**config.mk**
```make
export PLATFORM = sky130hd
export DESIGN_NAME = tsic_irq_ctrl
export DESIGN_NICKNAME = d
export VERILOG_FILES = /design/src/hw/tsic_pkg.sv /design/src/hw/tsic_flag_if.sv /design/src/hw/tsic_flag_bank.sv /design/src/hw/tsic_irq_ctrl.sv
export SDC_FILE = /design/constraint.sdc
export NUM_CORES = 1
export LEC_CHECK = 0
export ABC_CLOCK_PERIOD_IN_PS = 2800
export BUFFER_PORTS_ARGS = -buffer_cell sky130_fd_sc_hd__buf_2
export CAP_MARGIN = 20
export CORE_AREA = 2 2 378 380
export CTS_CLUSTER_SIZE = 10
export DETAILED_ROUTE_END_ITERATION = 8
export DIE_AREA = 0 0 380 382
export GPL_TIMING_DRIVEN = 1
export HOLD_SLACK_MARGIN = 0.02
export PLACE_DENSITY = 0.3
export SYNTH_ARGS = -nofsm -noshare
export SYNTH_HDL_FRONTEND = slang
export SYNTH_SLANG_ARGS = --single-unit
export TNS_END_PERCENT = 30
```
**constraint.sdc**
```tcl
create_clock -name core_clk -period 2.8 [get_ports core_clk]
set_input_delay 0 -clock core_clk [delete_from_list [all_inputs] [get_ports core_clk]]
set_output_delay 0 -clock core_clk [all_outputs]
set_load 0.005 [all_outputs]
```
**src/hw/tsic_pkg.sv**
```systemverilog
/*
 * tsic_pkg: constants shared by the transport-stream interrupt control block.
 * Assumes a 32-bit AHB-Lite register bus and 24 interrupt sources.
 */
package tsic_pkg;
	localparam int          NUM_SRC       = 24;
	localparam int          NUM_CH        = 8;
	// register byte offsets
	localparam logic [11:0] OFF_PRI_EN    = 12'h000;
	localparam logic [11:0] OFF_SEC_EN    = 12'h004;
	localparam logic [11:0] OFF_MASK      = 12'h008;
	localparam logic [11:0] OFF_FLAGS     = 12'h00c;
	localparam logic [11:0] OFF_FLAG_CLR  = 12'h010;
	localparam logic [11:0] OFF_CTRL      = 12'h014;
	// field positions
	localparam int          POS_STC       = 16;
	localparam int          POS_WRING     = 8;
	localparam int          POS_PKT_ERR   = 6;
	localparam int          POS_RRING     = 4;
	localparam int          POS_PMT       = 3;
	localparam int          POS_PAT       = 2;
	localparam int          POS_GOP       = 1;
	localparam int          POS_BOUNDARY  = 0;
	localparam int          POS_GLOBAL_EN = 0;
	// implemented source bits; 7 and 5 are reserved
	localparam logic [23:0] SRC_VALID     = 24'hffff5f;
	// reset values, then bus encodings
	localparam logic [23:0] RST_SRC       = 24'h000000;
	localparam logic        RST_GLOBAL_EN = 1'b0;
	localparam logic [1:0]  HTRANS_NONSEQ = 2'h2;
	localparam logic        HRESP_OKAY    = 1'b0;

	typedef enum logic {TSIC_BUS_IDLE, TSIC_BUS_RD_WAIT} tsic_bus_state_t;
endpackage

```
**src/hw/tsic_flag_if.sv**
```systemverilog
/*
 * tsic_flag_if: event, clear and flag vectors between the control block and its flag bank.
 * Assumes both ends run on core_clk.
 */
`timescale 1ns/1ps
interface tsic_flag_if;
	logic [23:0] set_ev;
	logic [23:0] clr;
	logic [23:0] flags;

	modport bank (input set_ev, input clr, output flags);
	modport user (output set_ev, output clr, input flags);
endinterface

```
**src/hw/tsic_flag_bank.sv**
```systemverilog
/*
 * tsic_flag_bank: sticky interrupt flags, set by one-cycle events, cleared by software.
 * Assumes set and clear are one-cycle pulses synchronous to core_clk.
 */
`timescale 1ns/1ps
module tsic_flag_bank
(
	input  wire logic core_clk,
	input  wire logic nrst,
	tsic_flag_if.bank fl
);
	import tsic_pkg::*;

	logic [23:0] flag_ff;
	logic [23:0] nxt_flag;

	// an event in the clearing cycle wins so no event is lost
	always_comb
	begin
		nxt_flag = ((flag_ff & ~fl.clr) | fl.set_ev) & SRC_VALID;
	end

	always_ff @(posedge core_clk)
	begin
		if (!nrst)
			flag_ff <= RST_SRC;
		else
			flag_ff <= nxt_flag;
	end

	assign fl.flags = flag_ff;
endmodule // tsic_flag_bank

```
**src/hw/tsic_irq_ctrl.sv**
```systemverilog
/*
 * tsic_irq_ctrl: interrupt enable, mask and status logic of the transport-stream
 * interface, with an AHB-Lite register slave and one level interrupt output.
 * Assumes all event inputs are synchronous to core_clk; one slave on the bus so
 * hreadyout is the bus hready.
 */
// Added by the designer: the register offsets and the AHB-Lite interface to the registers.
`timescale 1ns/1ps
module tsic_irq_ctrl
#(
	parameter int STC_W   = 32,
	parameter int RING_AW = 32
)
(
	input  wire logic                           core_clk,
	input  wire logic                           nrst,
	// ahb-lite slave
	input  wire logic                           hsel,
	input  wire logic [31:0]                    haddr,
	input  wire logic [1:0]                     htrans,
	input  wire logic                           hwrite,
	input  wire logic [2:0]                     hsize,
	input  wire logic [31:0]                    hwdata,
	input  wire logic                           hready,
	output logic                                hreadyout,
	output logic [31:0]                         hrdata,
	output logic                                hresp,
	// system time clock compare
	input  wire logic [STC_W-1:0]               stc_count,
	input  wire logic [tsic_pkg::NUM_CH*STC_W-1:0]   clock_compare_entry,
	// write ring buffers
	input  wire logic [tsic_pkg::NUM_CH*RING_AW-1:0] wring_addr,
	input  wire logic [tsic_pkg::NUM_CH*RING_AW-1:0] write_ring_threshold_pointer,
	// read ring buffer channel 0
	input  wire logic [RING_AW-1:0]             rring_addr,
	input  wire logic [RING_AW-1:0]             read_ring_threshold_pointer,
	// received packet header and stream events, one-cycle pulses
	input  wire logic                           pkt_hdr_valid,
	input  wire logic                           pkt_unit_start,
	input  wire logic                           pkt_priority,
	input  wire logic                           pkt_error_ev,
	input  wire logic                           program_map_ev,
	input  wire logic                           program_assoc_ev,
	input  wire logic                           boundary_ev,
	// interrupt to the processor core
	output logic                                irq
);
	import tsic_pkg::*;

	// reached test of the system time clock comparators; the ring comparators use reached_ring
	function automatic logic reached_stc(input logic [STC_W-1:0] cnt,
	                                     input logic [STC_W-1:0] cmp);
		reached_stc = (cnt == cmp);
	endfunction

	function automatic logic reached_ring(input logic [RING_AW-1:0] addr,
	                                      input logic [RING_AW-1:0] ptr);
		reached_ring = (addr == ptr);
	endfunction

	tsic_flag_if fl ();

	tsic_flag_bank u_flag_bank
	(
		.core_clk (core_clk),
		.nrst     (nrst),
		.fl       (fl)
	);

	// registers
	logic [23:0]     pri_en_ff;
	logic [23:0]     nxt_pri_en;
	logic [23:0]     sec_en_ff;
	logic [23:0]     nxt_sec_en;
	logic [23:0]     mask_ff;
	logic [23:0]     nxt_mask;
	logic            global_en_ff;
	logic            nxt_global_en;
	logic [23:0]     match_ff;
	logic [23:0]     nxt_match;
	logic            irq_ff;
	logic            nxt_irq;
	// bus state
	tsic_bus_state_t bus_state_ff;
	tsic_bus_state_t nxt_bus_state;
	logic            wr_pend_ff;
	logic            nxt_wr_pend;
	logic [11:0]     addr_ff;
	logic [11:0]     nxt_addr;
	logic [31:0]     hrdata_ff;
	logic [31:0]     nxt_hrdata;
	logic            hready_ff;
	logic            nxt_hready;
	// decoded strobes
	logic            addr_take;
	logic            wr_pri;
	logic            wr_sec;
	logic            wr_mask;
	logic            wr_clr;
	logic            wr_ctrl;
	logic [23:0]     wdata_src;
	logic [23:0]     match_now;
	logic [23:0]     src_ev;
	logic [23:0]     path_open;

	// threshold comparators, one per compare entry and write ring channel
	genvar g;
	generate
		for (g = 0; g < NUM_CH; g++)
		begin : g_cmp
			assign match_now[POS_STC + g]   = reached_stc(stc_count,
				clock_compare_entry[g*STC_W +: STC_W]);
			assign match_now[POS_WRING + g] = reached_ring(wring_addr[g*RING_AW +: RING_AW],
				write_ring_threshold_pointer[g*RING_AW +: RING_AW]);
		end
	endgenerate

	// low sources: only the read ring compares, 7 and 5 are reserved, the rest are pulse-driven;
	// plain assigns here, since the generate above already drives the high bits
	assign match_now[7:5]       = 3'b000;
	assign match_now[POS_RRING] = reached_ring(rring_addr,
		read_ring_threshold_pointer);
	assign match_now[3:0]       = 4'h0;

	// a flag fires on the cycle a threshold is first reached; a counter that
	// parks on its threshold would otherwise re-raise a flag right after clearing
	always_comb
	begin
		nxt_match = match_now;
		src_ev    = match_now & ~match_ff;
		src_ev[POS_PKT_ERR]  = pkt_error_ev;
		src_ev[POS_PMT]      = program_map_ev;
		src_ev[POS_PAT]      = program_assoc_ev;
		src_ev[POS_GOP]      = pkt_hdr_valid & pkt_unit_start & pkt_priority;
		src_ev[POS_BOUNDARY] = boundary_ev;
	end

	// events go straight to the flags, no enable looks at them
	assign fl.set_ev = src_ev & SRC_VALID;

	always_ff @(posedge core_clk)
	begin
		if (!nrst)
			match_ff <= RST_SRC;
		else
			match_ff <= nxt_match;
	end

	// address phase is taken only while the bus is ready
	assign addr_take = hsel && hready && (htrans == HTRANS_NONSEQ || htrans == 2'h3);

	// write strobes in the data phase; hsize is not checked, only words are used
	always_comb
	begin
		wr_pri  = 1'b0;
		wr_sec  = 1'b0;
		wr_mask = 1'b0;
		wr_clr  = 1'b0;
		wr_ctrl = 1'b0;
		if (wr_pend_ff && addr_ff == OFF_PRI_EN)
			wr_pri = 1'b1;
		else if (wr_pend_ff && addr_ff == OFF_SEC_EN)
			wr_sec = 1'b1;
		else if (wr_pend_ff && addr_ff == OFF_MASK)
			wr_mask = 1'b1;
		else if (wr_pend_ff && addr_ff == OFF_FLAG_CLR)
			wr_clr = 1'b1;
		else if (wr_pend_ff && addr_ff == OFF_CTRL)
			wr_ctrl = 1'b1;
	end

	assign wdata_src = hwdata[23:0] & SRC_VALID;
	assign fl.clr    = wr_clr ? wdata_src : RST_SRC;

	// enable and mask state
	always_comb
	begin
		nxt_pri_en    = pri_en_ff;
		nxt_sec_en    = sec_en_ff;
		nxt_global_en = global_en_ff;
		nxt_mask      = mask_ff;
		if (wr_pri)
			nxt_pri_en = wdata_src;
		if (wr_sec)
			nxt_sec_en = wdata_src;
		if (wr_ctrl)
			nxt_global_en = hwdata[POS_GLOBAL_EN];
		// written ones mask only open paths, zeros leave the mask alone
		if (wr_mask)
			nxt_mask = mask_ff | (wdata_src & pri_en_ff & sec_en_ff);
		// writing a secondary enable bit to 1 releases its mask
		if (wr_sec)
			nxt_mask = nxt_mask & ~wdata_src;
		// a mask cannot outlive the enables it was set under
		nxt_mask = nxt_mask & nxt_pri_en & nxt_sec_en;
	end

	always_ff @(posedge core_clk)
	begin
		if (!nrst)
		begin
			pri_en_ff    <= RST_SRC;
			sec_en_ff    <= RST_SRC;
			mask_ff      <= RST_SRC;
			global_en_ff <= RST_GLOBAL_EN;
		end
		else
		begin
			pri_en_ff    <= nxt_pri_en;
			sec_en_ff    <= nxt_sec_en;
			mask_ff      <= nxt_mask;
			global_en_ff <= nxt_global_en;
		end
	end

	// interrupt path, registered so irq comes straight from a flip-flop
	always_comb
	begin
		path_open = pri_en_ff & sec_en_ff & ~mask_ff;
		nxt_irq   = global_en_ff && |(fl.flags & path_open);
	end

	always_ff @(posedge core_clk)
	begin
		if (!nrst)
			irq_ff <= 1'b0;
		else
			irq_ff <= nxt_irq;
	end

	// read mux: reserved bits and write-only registers read zero
	function automatic logic [31:0] rd_value(input logic [11:0] off);
		rd_value = 32'h00000000;
		if (off == OFF_PRI_EN)
			rd_value = {8'h00, pri_en_ff};
		else if (off == OFF_SEC_EN)
			rd_value = {8'h00, sec_en_ff};
		else if (off == OFF_MASK)
			rd_value = 32'h00000000;
		else if (off == OFF_FLAGS)
			rd_value = {8'h00, fl.flags};
		else if (off == OFF_CTRL)
			rd_value = {31'h00000000, global_en_ff};
	endfunction

	// reads take one wait state so a write just ahead of them is seen;
	// writes finish with no wait
	always_comb
	begin
		nxt_bus_state = bus_state_ff;
		nxt_wr_pend   = 1'b0;
		nxt_addr      = addr_ff;
		nxt_hrdata    = hrdata_ff;
		nxt_hready    = 1'b1;
		case (bus_state_ff)
			TSIC_BUS_IDLE:
			begin
				if (addr_take)
				begin
					nxt_addr = {haddr[11:2], 2'b00};
					if (hwrite)
						nxt_wr_pend = 1'b1;
					else
					begin
						nxt_bus_state = TSIC_BUS_RD_WAIT;
						nxt_hready    = 1'b0;
					end
				end
			end
			TSIC_BUS_RD_WAIT:
			begin
				nxt_hrdata    = rd_value(addr_ff);
				nxt_bus_state = TSIC_BUS_IDLE;
			end
			default:
			begin
				nxt_bus_state = TSIC_BUS_IDLE;
			end
		endcase
	end

	always_ff @(posedge core_clk)
	begin
		if (!nrst)
		begin
			bus_state_ff <= TSIC_BUS_IDLE;
			wr_pend_ff   <= 1'b0;
			addr_ff      <= 12'h000;
			hrdata_ff    <= 32'h00000000;
			hready_ff    <= 1'b1;
		end
		else
		begin
			bus_state_ff <= nxt_bus_state;
			wr_pend_ff   <= nxt_wr_pend;
			addr_ff      <= nxt_addr;
			hrdata_ff    <= nxt_hrdata;
			hready_ff    <= nxt_hready;
		end
	end

	assign hreadyout = hready_ff;
	assign hrdata    = hrdata_ff;
	assign hresp     = HRESP_OKAY; // constant okay, every access completes
	assign irq       = irq_ff;
endmodule // tsic_irq_ctrl

```
After elaboration in Yosys (flattened, before gate mapping)
Cells that the tools add are included.

storage, ports and cells
  flip-flop bits (word level) = 167
  output and inout bits = 35

operators by class
  eq/ne operators = 24
  multiplexer cells = 29
  bitwise gates (word level) = 21
  reduce and logical (&&, ||, !) cells = 13

operator list
  operator               number
  $eq A32 B32 Y1         17
  $and A24 B24 Y24       10
  $mux W24               9
  $not A24 Y24           4
  $or A24 B24 Y24        2
  $reduce_or A24 Y1      1
  $eq A10 B2 Y1 const B  2
  $eq A10 B3 Y1 const B  2
  $mux W1                19
  $logic_not A12 Y1      1
  $eq A10 B1 Y1 const B  1
  $logic_and A1 B1 Y1    8
  $eq A2 B2 Y1 const B   2
  $not A1 Y1             3
  $reduce_or A3 Y1       1
  $and A1 B1 Y1          2
  $pmux W1 S2            1
  $reduce_and A2 Y1      1
  $logic_or A1 B1 Y1     1

Longest topological paths before layout
  depth in word-level cells = 10
  gate-level depth with buffers = 8
  depth with buffers taken out = 5

By module
From an unflattened synthesis, not the netlist that was laid out.

unflattened totals
  cell total of the unflattened synthesis = 1482
  area, all modules = 12441.9 um^2

modules (own cells, without submodules)
  module          instances  cells each  area each (um^2)  seq. area each (um^2)
  tsic_irq_ctrl   1          1411        11657.4           2562.5
  tsic_flag_bank  1          71          784.5             440.4

Worst setup path before layout
No wires, ideal clock.

  path type = reg-to-reg
  from = register addr_ff[7]
  to = register mask_ff[20]
  data arrival time = 2.149 ns
  required time = 2.682 ns
  setup slack = 0.534 ns
  cell stages (with the launch flop) = 9
  path buffers = 3
  period minus slack after synthesis = 2.266 ns
  cell sequence = dfxtp_1 > or4_4 > buf_6 > or4_4 > buf_6 > buf_6 > a22o_1 > a32oi_1 > nor2_1

on the way
  longest elaborated chain between the ends = 10

ends and longest elaborated chain
  what                    RTL line              text
  start, declared         tsic_irq_ctrl.sv:88   logic [11:0] addr_ff;
  start signal, assigned  tsic_irq_ctrl.sv:296  addr_ff <= nxt_addr;
  $eq A10 B2 Y1           tsic_irq_ctrl.sv:164  else if (wr_pend_ff && addr_ff == OFF_MASK)
  $logic_and A1 B1 Y1     tsic_irq_ctrl.sv:164
  $mux W1                 tsic_irq_ctrl.sv:164
  $mux W1                 tsic_irq_ctrl.sv:162  else if (wr_pend_ff && addr_ff == OFF_SEC_EN)
  $mux W1                 tsic_irq_ctrl.sv:160  if (wr_pend_ff && addr_ff == OFF_PRI_EN)
  $mux W24                tsic_irq_ctrl.sv:189  if (wr_mask)
  $and A24 B24 Y24        tsic_irq_ctrl.sv:193  nxt_mask = nxt_mask & ~wdata_src;
  $mux W24                tsic_irq_ctrl.sv:192  if (wr_sec)
  $and A24 B24 Y24        tsic_irq_ctrl.sv:195  nxt_mask = nxt_mask & nxt_pri_en & nxt_sec_en;
  $and A24 B24 Y24 *      tsic_irq_ctrl.sv:195
  end signal, assigned    tsic_irq_ctrl.sv:211  mask_ff <= nxt_mask;
  end, declared           tsic_irq_ctrl.sv:75   logic [23:0] mask_ff;

Every way passes the cells marked *; elsewhere a longest branch is shown, timed or not.
A chain may end at the register's enable or synchronous reset.

Final worst setup path
  from = input wring_addr[149] in the netlist's numbering
  to = register match_ff[12]

on the way
  longest elaborated chain between the ends = 1

ends and longest elaborated chain
  what                  RTL line              text
  start, declared       tsic_irq_ctrl.sv:32   input wire logic [tsic_pkg::NUM_CH*RING_AW-1:0] wring_addr,
  $eq A32 B32 Y1        tsic_irq_ctrl.sv:58   reached_ring = (addr == ptr);
  end signal, assigned  tsic_irq_ctrl.sv:146  match_ff <= nxt_match;
  end, declared         tsic_irq_ctrl.sv:79   logic [23:0] match_ff;

Every way passes these cells.

==> Implementation_results.wiki <==
{| class="wikitable"
! Metric !! Value
|-
| Post-CTS clock slew at the launch and capture registers of the worst setup and hold paths || about 80 ps
|-
| Number of nets in the final layout || between 3000 and 4000
|-
| Buffer depth of the longest clock path || 2
|-
| Synthesized area per cell || 8.35 sq um
|-
| Leakage dissipation || just under 0.009 uW
|-
| Wirelength, routed || between 90000 and 100000 um
|-
| Count of pins over their slew limit || 0
|-
| Vias in the first global route || between 15000 and 20000
|-
| Gate count after technology mapping || 1447
|-
| Remaining antenna violation count || 0
|-
| Maximum frequency from static timing analysis || around 0.38 GHz
|-
| DR vias/cell || about 3.4
|-
| Run status || finished clean
|-
| Core ar. || 0.141 sq mm
|-
| Buffer count from post-CTS setup fixing || 0
|-
| Adder-Cell Fraction of Synth Area || 0%
|-
| H-Tree Depth || 4
|-
| Quantity of I/O buffers inserted on ports || 934
|-
| Synth warn || 0
|-
| Number of vias after detailed routing || 14640
|-
| Peak VDD IR || around 0.00037 V
|-
| Area after detailed placement || 0.0191 sq mm
|-
| Unrepaired setup endpoints after global routing || no
|-
| Overall global routing resource usage || ~13%
|-
| CTS root buf || sky130_fd_sc_hd__clkbuf_16
|-
| Largest fanout on the critical path || 2
|-
| Area share of and/or/nand/nor cells after synthesis || between 10% and 20%
|-
| Max_cap viols || 0
|-
| Critical Path Sink Type || flip-flop
|-
| Dominant combinational cell family by area after synthesis || XOR/XNOR gates
|-
| Total die area || around 0.15 sq mm
|-
| FILL cells || about 16000
|-
| Share of synthesized area spent on multiplexers || less than 1%
|-
| Relative area change from synthesis to final layout || 69.8%
|-
| Drc violations || 0
|-
| Xor and xnor area share after synthesis || 39.2%
|-
| Number of core rows || 138
|-
| Area fraction in compound gates after synthesis || between 10% and 20%
|-
| TritonCTS clock tree || built
|-
| Horizontal die dimension || around 380 um
|-
| Effective utilization at floorplan || under 10%
|-
| Seq/Total Area, Yosys || 24.5%
|-
| Maximum number of pins on one net before global-route repair || 49
|-
| Global-route wire length before repair || 127000 um
|-
| Worst EP arrival || between 3000 and 4000 ps
|-
| DP HPWL || 84300 um
|-
| Gpl congestion || ~0.87
|-
| Worst Path Class, Setup || in2reg
|-
| # clock sinks || 148
|-
| Path class of the lowest-slack min-delay path || in2reg
|-
| Number of DRC markers after the initial detailed-route iteration || approximately 730
|-
| Required time reported for the critical path endpoint || approximately 3200 ps
|-
| Setup violation total in the final timing report || 0
|-
| Multi-input logic area || 0.00871 sq mm
|-
| Worst-Skew Late Latency || 440 ps
|-
| Category of the worst setup path launch point || input port
|-
| I/O Pins || just under 1000
|-
| Non-Filler Cell Area, Final || around 0.021 sq mm
|-
| Area of the mapped netlist || roughly 0.012 sq mm
|-
| Wire length per cell after detailed routing || 22.0 um
|-
| Share of cells above drive strength 1 || 41.7%
|-
| Remaining max-slew budget at the tightest pin || around 48%
|-
| Total Negative Setup Slacks || 0 ps
|-
| Slew of the pin with the lowest slew margin || a little under 800 ps
|-
| Clock buffer count from CTS || 17
|-
| Pwr per Cell Area || about 330 mW/mm^2
|-
| Worst Skew || around 9.8 ps
|-
| Register bit total from synthesis || about 150
|-
| Ratio of final minimum period to clock period || about 94%
|-
| Initial antenna violation count || 59
|-
| Height of the chip || ~380 um
|-
| Register area || approximately 0.0030 sq mm
|-
| GR Overflow Total || 0
|-
| Final hold violation count || 0
|-
| Drt pass-1 iters || 6
|-
| Clock period minus worst slack || ~2600 ps
|-
| Unique masters post-synth || 46
|}
## cells in the mapped netlist (all sizes together)
cell / n / share of area [%]
xor2: 475 / 34
nand2: 157 / 4.9
dfxtp: 148 / 25
nor4: 119 / 6.2
clkbuf: 72 / 2.2
xnor2: 66 / 4.8
a21boi: 57 / 3.5
nand4: 45 / 2.3
nor2: 36 / 1.1
a21oi: 26 / 1.1
nand4b: 23 / 1.7
o21ai: 23 / 0.95
a22o: 21 / 1.5
inv: 21 / 0.65
a32oi: 20 / 1.5
a222oi: 19 / 1.6
nand3: 18 / 0.75
a32o: 17 / 1.4
buf: 17 / 1.1
nor3: 17 / 0.70
nor2b: 11 / 0.57
a22oi: 4 / 0.25
and3: 4 / 0.21
nand2b: 4 / 0.21
or4: 4 / 0.31
a31oi: 2 / 0.10
and2: 2 / 0.10
and4b: 2 / 0.17
mux2i: 2 / 0.17
nand3b: 2 / 0.12
nor4b: 2 / 0.15
or2: 2 / 0.10
or3: 2 / 0.10
a2111o: 1 / 0.093
a211oi: 1 / 0.062
a41oi: 1 / 0.073
conb: 1 / 0.031
o2111ai: 1 / 0.073
o221ai: 1 / 0.073
o311a: 1 / 0.083
## state kept, by name (all words and copies together), names as in the netlist
signal                cells
addr_ff                  10
bus_state_ff              1
global_en_ff              1
hrdata                   24
hreadyout                 1
irq                       1
mask_ff                  22
match_ff                 17
pri_en_ff                24
sec_en_ff                24
u_flag_bank.fl.flags     22
wr_pend_ff                1
## critical path: stages
cell and delay, ps:
sky130_fd_sc_hd__dlygate4sd3_1 540, sky130_fd_sc_hd__buf_2 130, sky130_fd_sc_hd__xnor2_1 120, sky130_fd_sc_hd__dlygate4sd3_1 550, sky130_fd_sc_hd__nand4_1 70, sky130_fd_sc_hd__dlygate4sd3_1 580
sky130_fd_sc_hd__nor3_1 370, sky130_fd_sc_hd__dlygate4sd3_1 640
## per-stage QoR
stage | worst slack, ps | std cells | util [%] | hold WS (ps) | power (uW)
floorplan | 534 | 1455 | - | 119 | 2960
global placement | 301 | 4232 | 13.6 | 237 | 4140
detailed placement | 301 | 4232 | 13.6 | 237 | 4140
CTS | 120 | 4335 | 14.5 | 21.7 | 6850
global route | 50.4 | 4343 | 14.6 | 49.1 | 7050
finish | 170 | 4344 | 14.6 | 22.5 | 6720
## logic make-up after synthesis
kind of cell    count (synthesis)
xor+xnor                      541
simple gates                  450
compound gates                195
flops                         148
buf+inv                       110
mux                             2
other cells                     1
## final timing paths
kind	slack (ps)	cells after the start	from	to
setup / recovery	170	8	wring_addr[149]	match_ff[12]
hold / removal	20	5	wring_addr[242]	match_ff[15]
setup reg to reg	240	7	addr_ff[7]	u_flag_bank.fl.flags[6]
hold reg to reg	460	2	addr_ff[6]	addr_ff[6]
## power breakdown
| part | leakage [uW] | switching, uW | internal [uW] |
|---|---|---|---|
| sequential | 0.00120 | 18.5 | 2120 |
| clock | 0.000309 | 1120 | 1450 |
| combinational | 0.00715 | 1050 | 961 |
| total | 0.00866 | 2190 | 4530 |
## cell type report
class	count	share of cell area (%)
timing repair buffer	1047	27.9
clock inverter	15	1.03
sequential	148	14.5
inverter	21	0.384
multi-input combinational	1197	42.5
clock buffer	17	2.07
tap	1890	11.5
antenna	9	0.110
## metal layers
metal  track usage, %  part of all wire [%]  vias to the layer above
met5                0                 0.064                        -
met4             4.14                   3.0                       10
met3             2.16                   4.8                      150
met2             24.5                    54                      699
met1             13.6                    38                     6741
li1                 -                     -                     7040
## cell usage in the layout, fill, tap and decap left out, types with 3 or more instances in the layout
master,n
sky130_fd_sc_hd__buf_2,933
sky130_fd_sc_hd__xor2_1,475
sky130_fd_sc_hd__nand2_1,157
sky130_fd_sc_hd__dfxtp_1,147
sky130_fd_sc_hd__nor4_1,114
sky130_fd_sc_hd__dlygate4sd3_1,71
sky130_fd_sc_hd__xnor2_1,66
sky130_fd_sc_hd__a21boi_0,56
sky130_fd_sc_hd__nand4_1,45
sky130_fd_sc_hd__buf_4,41
sky130_fd_sc_hd__nor2_1,36
sky130_fd_sc_hd__a21oi_1,26
sky130_fd_sc_hd__nand4b_1,23
sky130_fd_sc_hd__o21ai_0,23
sky130_fd_sc_hd__a22o_1,21
sky130_fd_sc_hd__inv_1,21
sky130_fd_sc_hd__a32oi_1,20
sky130_fd_sc_hd__a222oi_1,19
sky130_fd_sc_hd__nand3_1,18
sky130_fd_sc_hd__nor3_1,17
sky130_fd_sc_hd__a32o_1,17
sky130_fd_sc_hd__clkbuf_16,17
sky130_fd_sc_hd__nor2b_1,11
sky130_fd_sc_hd__diode_2,9
sky130_fd_sc_hd__conb_1,9
sky130_fd_sc_hd__nand2b_1,4
sky130_fd_sc_hd__and3_1,4
sky130_fd_sc_hd__a22oi_1,4
sky130_fd_sc_hd__inv_8,4
sky130_fd_sc_hd__nor4_2,3
sky130_fd_sc_hd__bufinv_16,3
sky130_fd_sc_hd__clkinv_4,3
sky130_fd_sc_hd__inv_6,3
## repair_timing
item	CTS	global route
setup endpoints to repair	0	3
hold buffers	71	0
endpoints found under the hold margin	111	0
resized for setup	0	1
(Power assumes the default switching activity.)
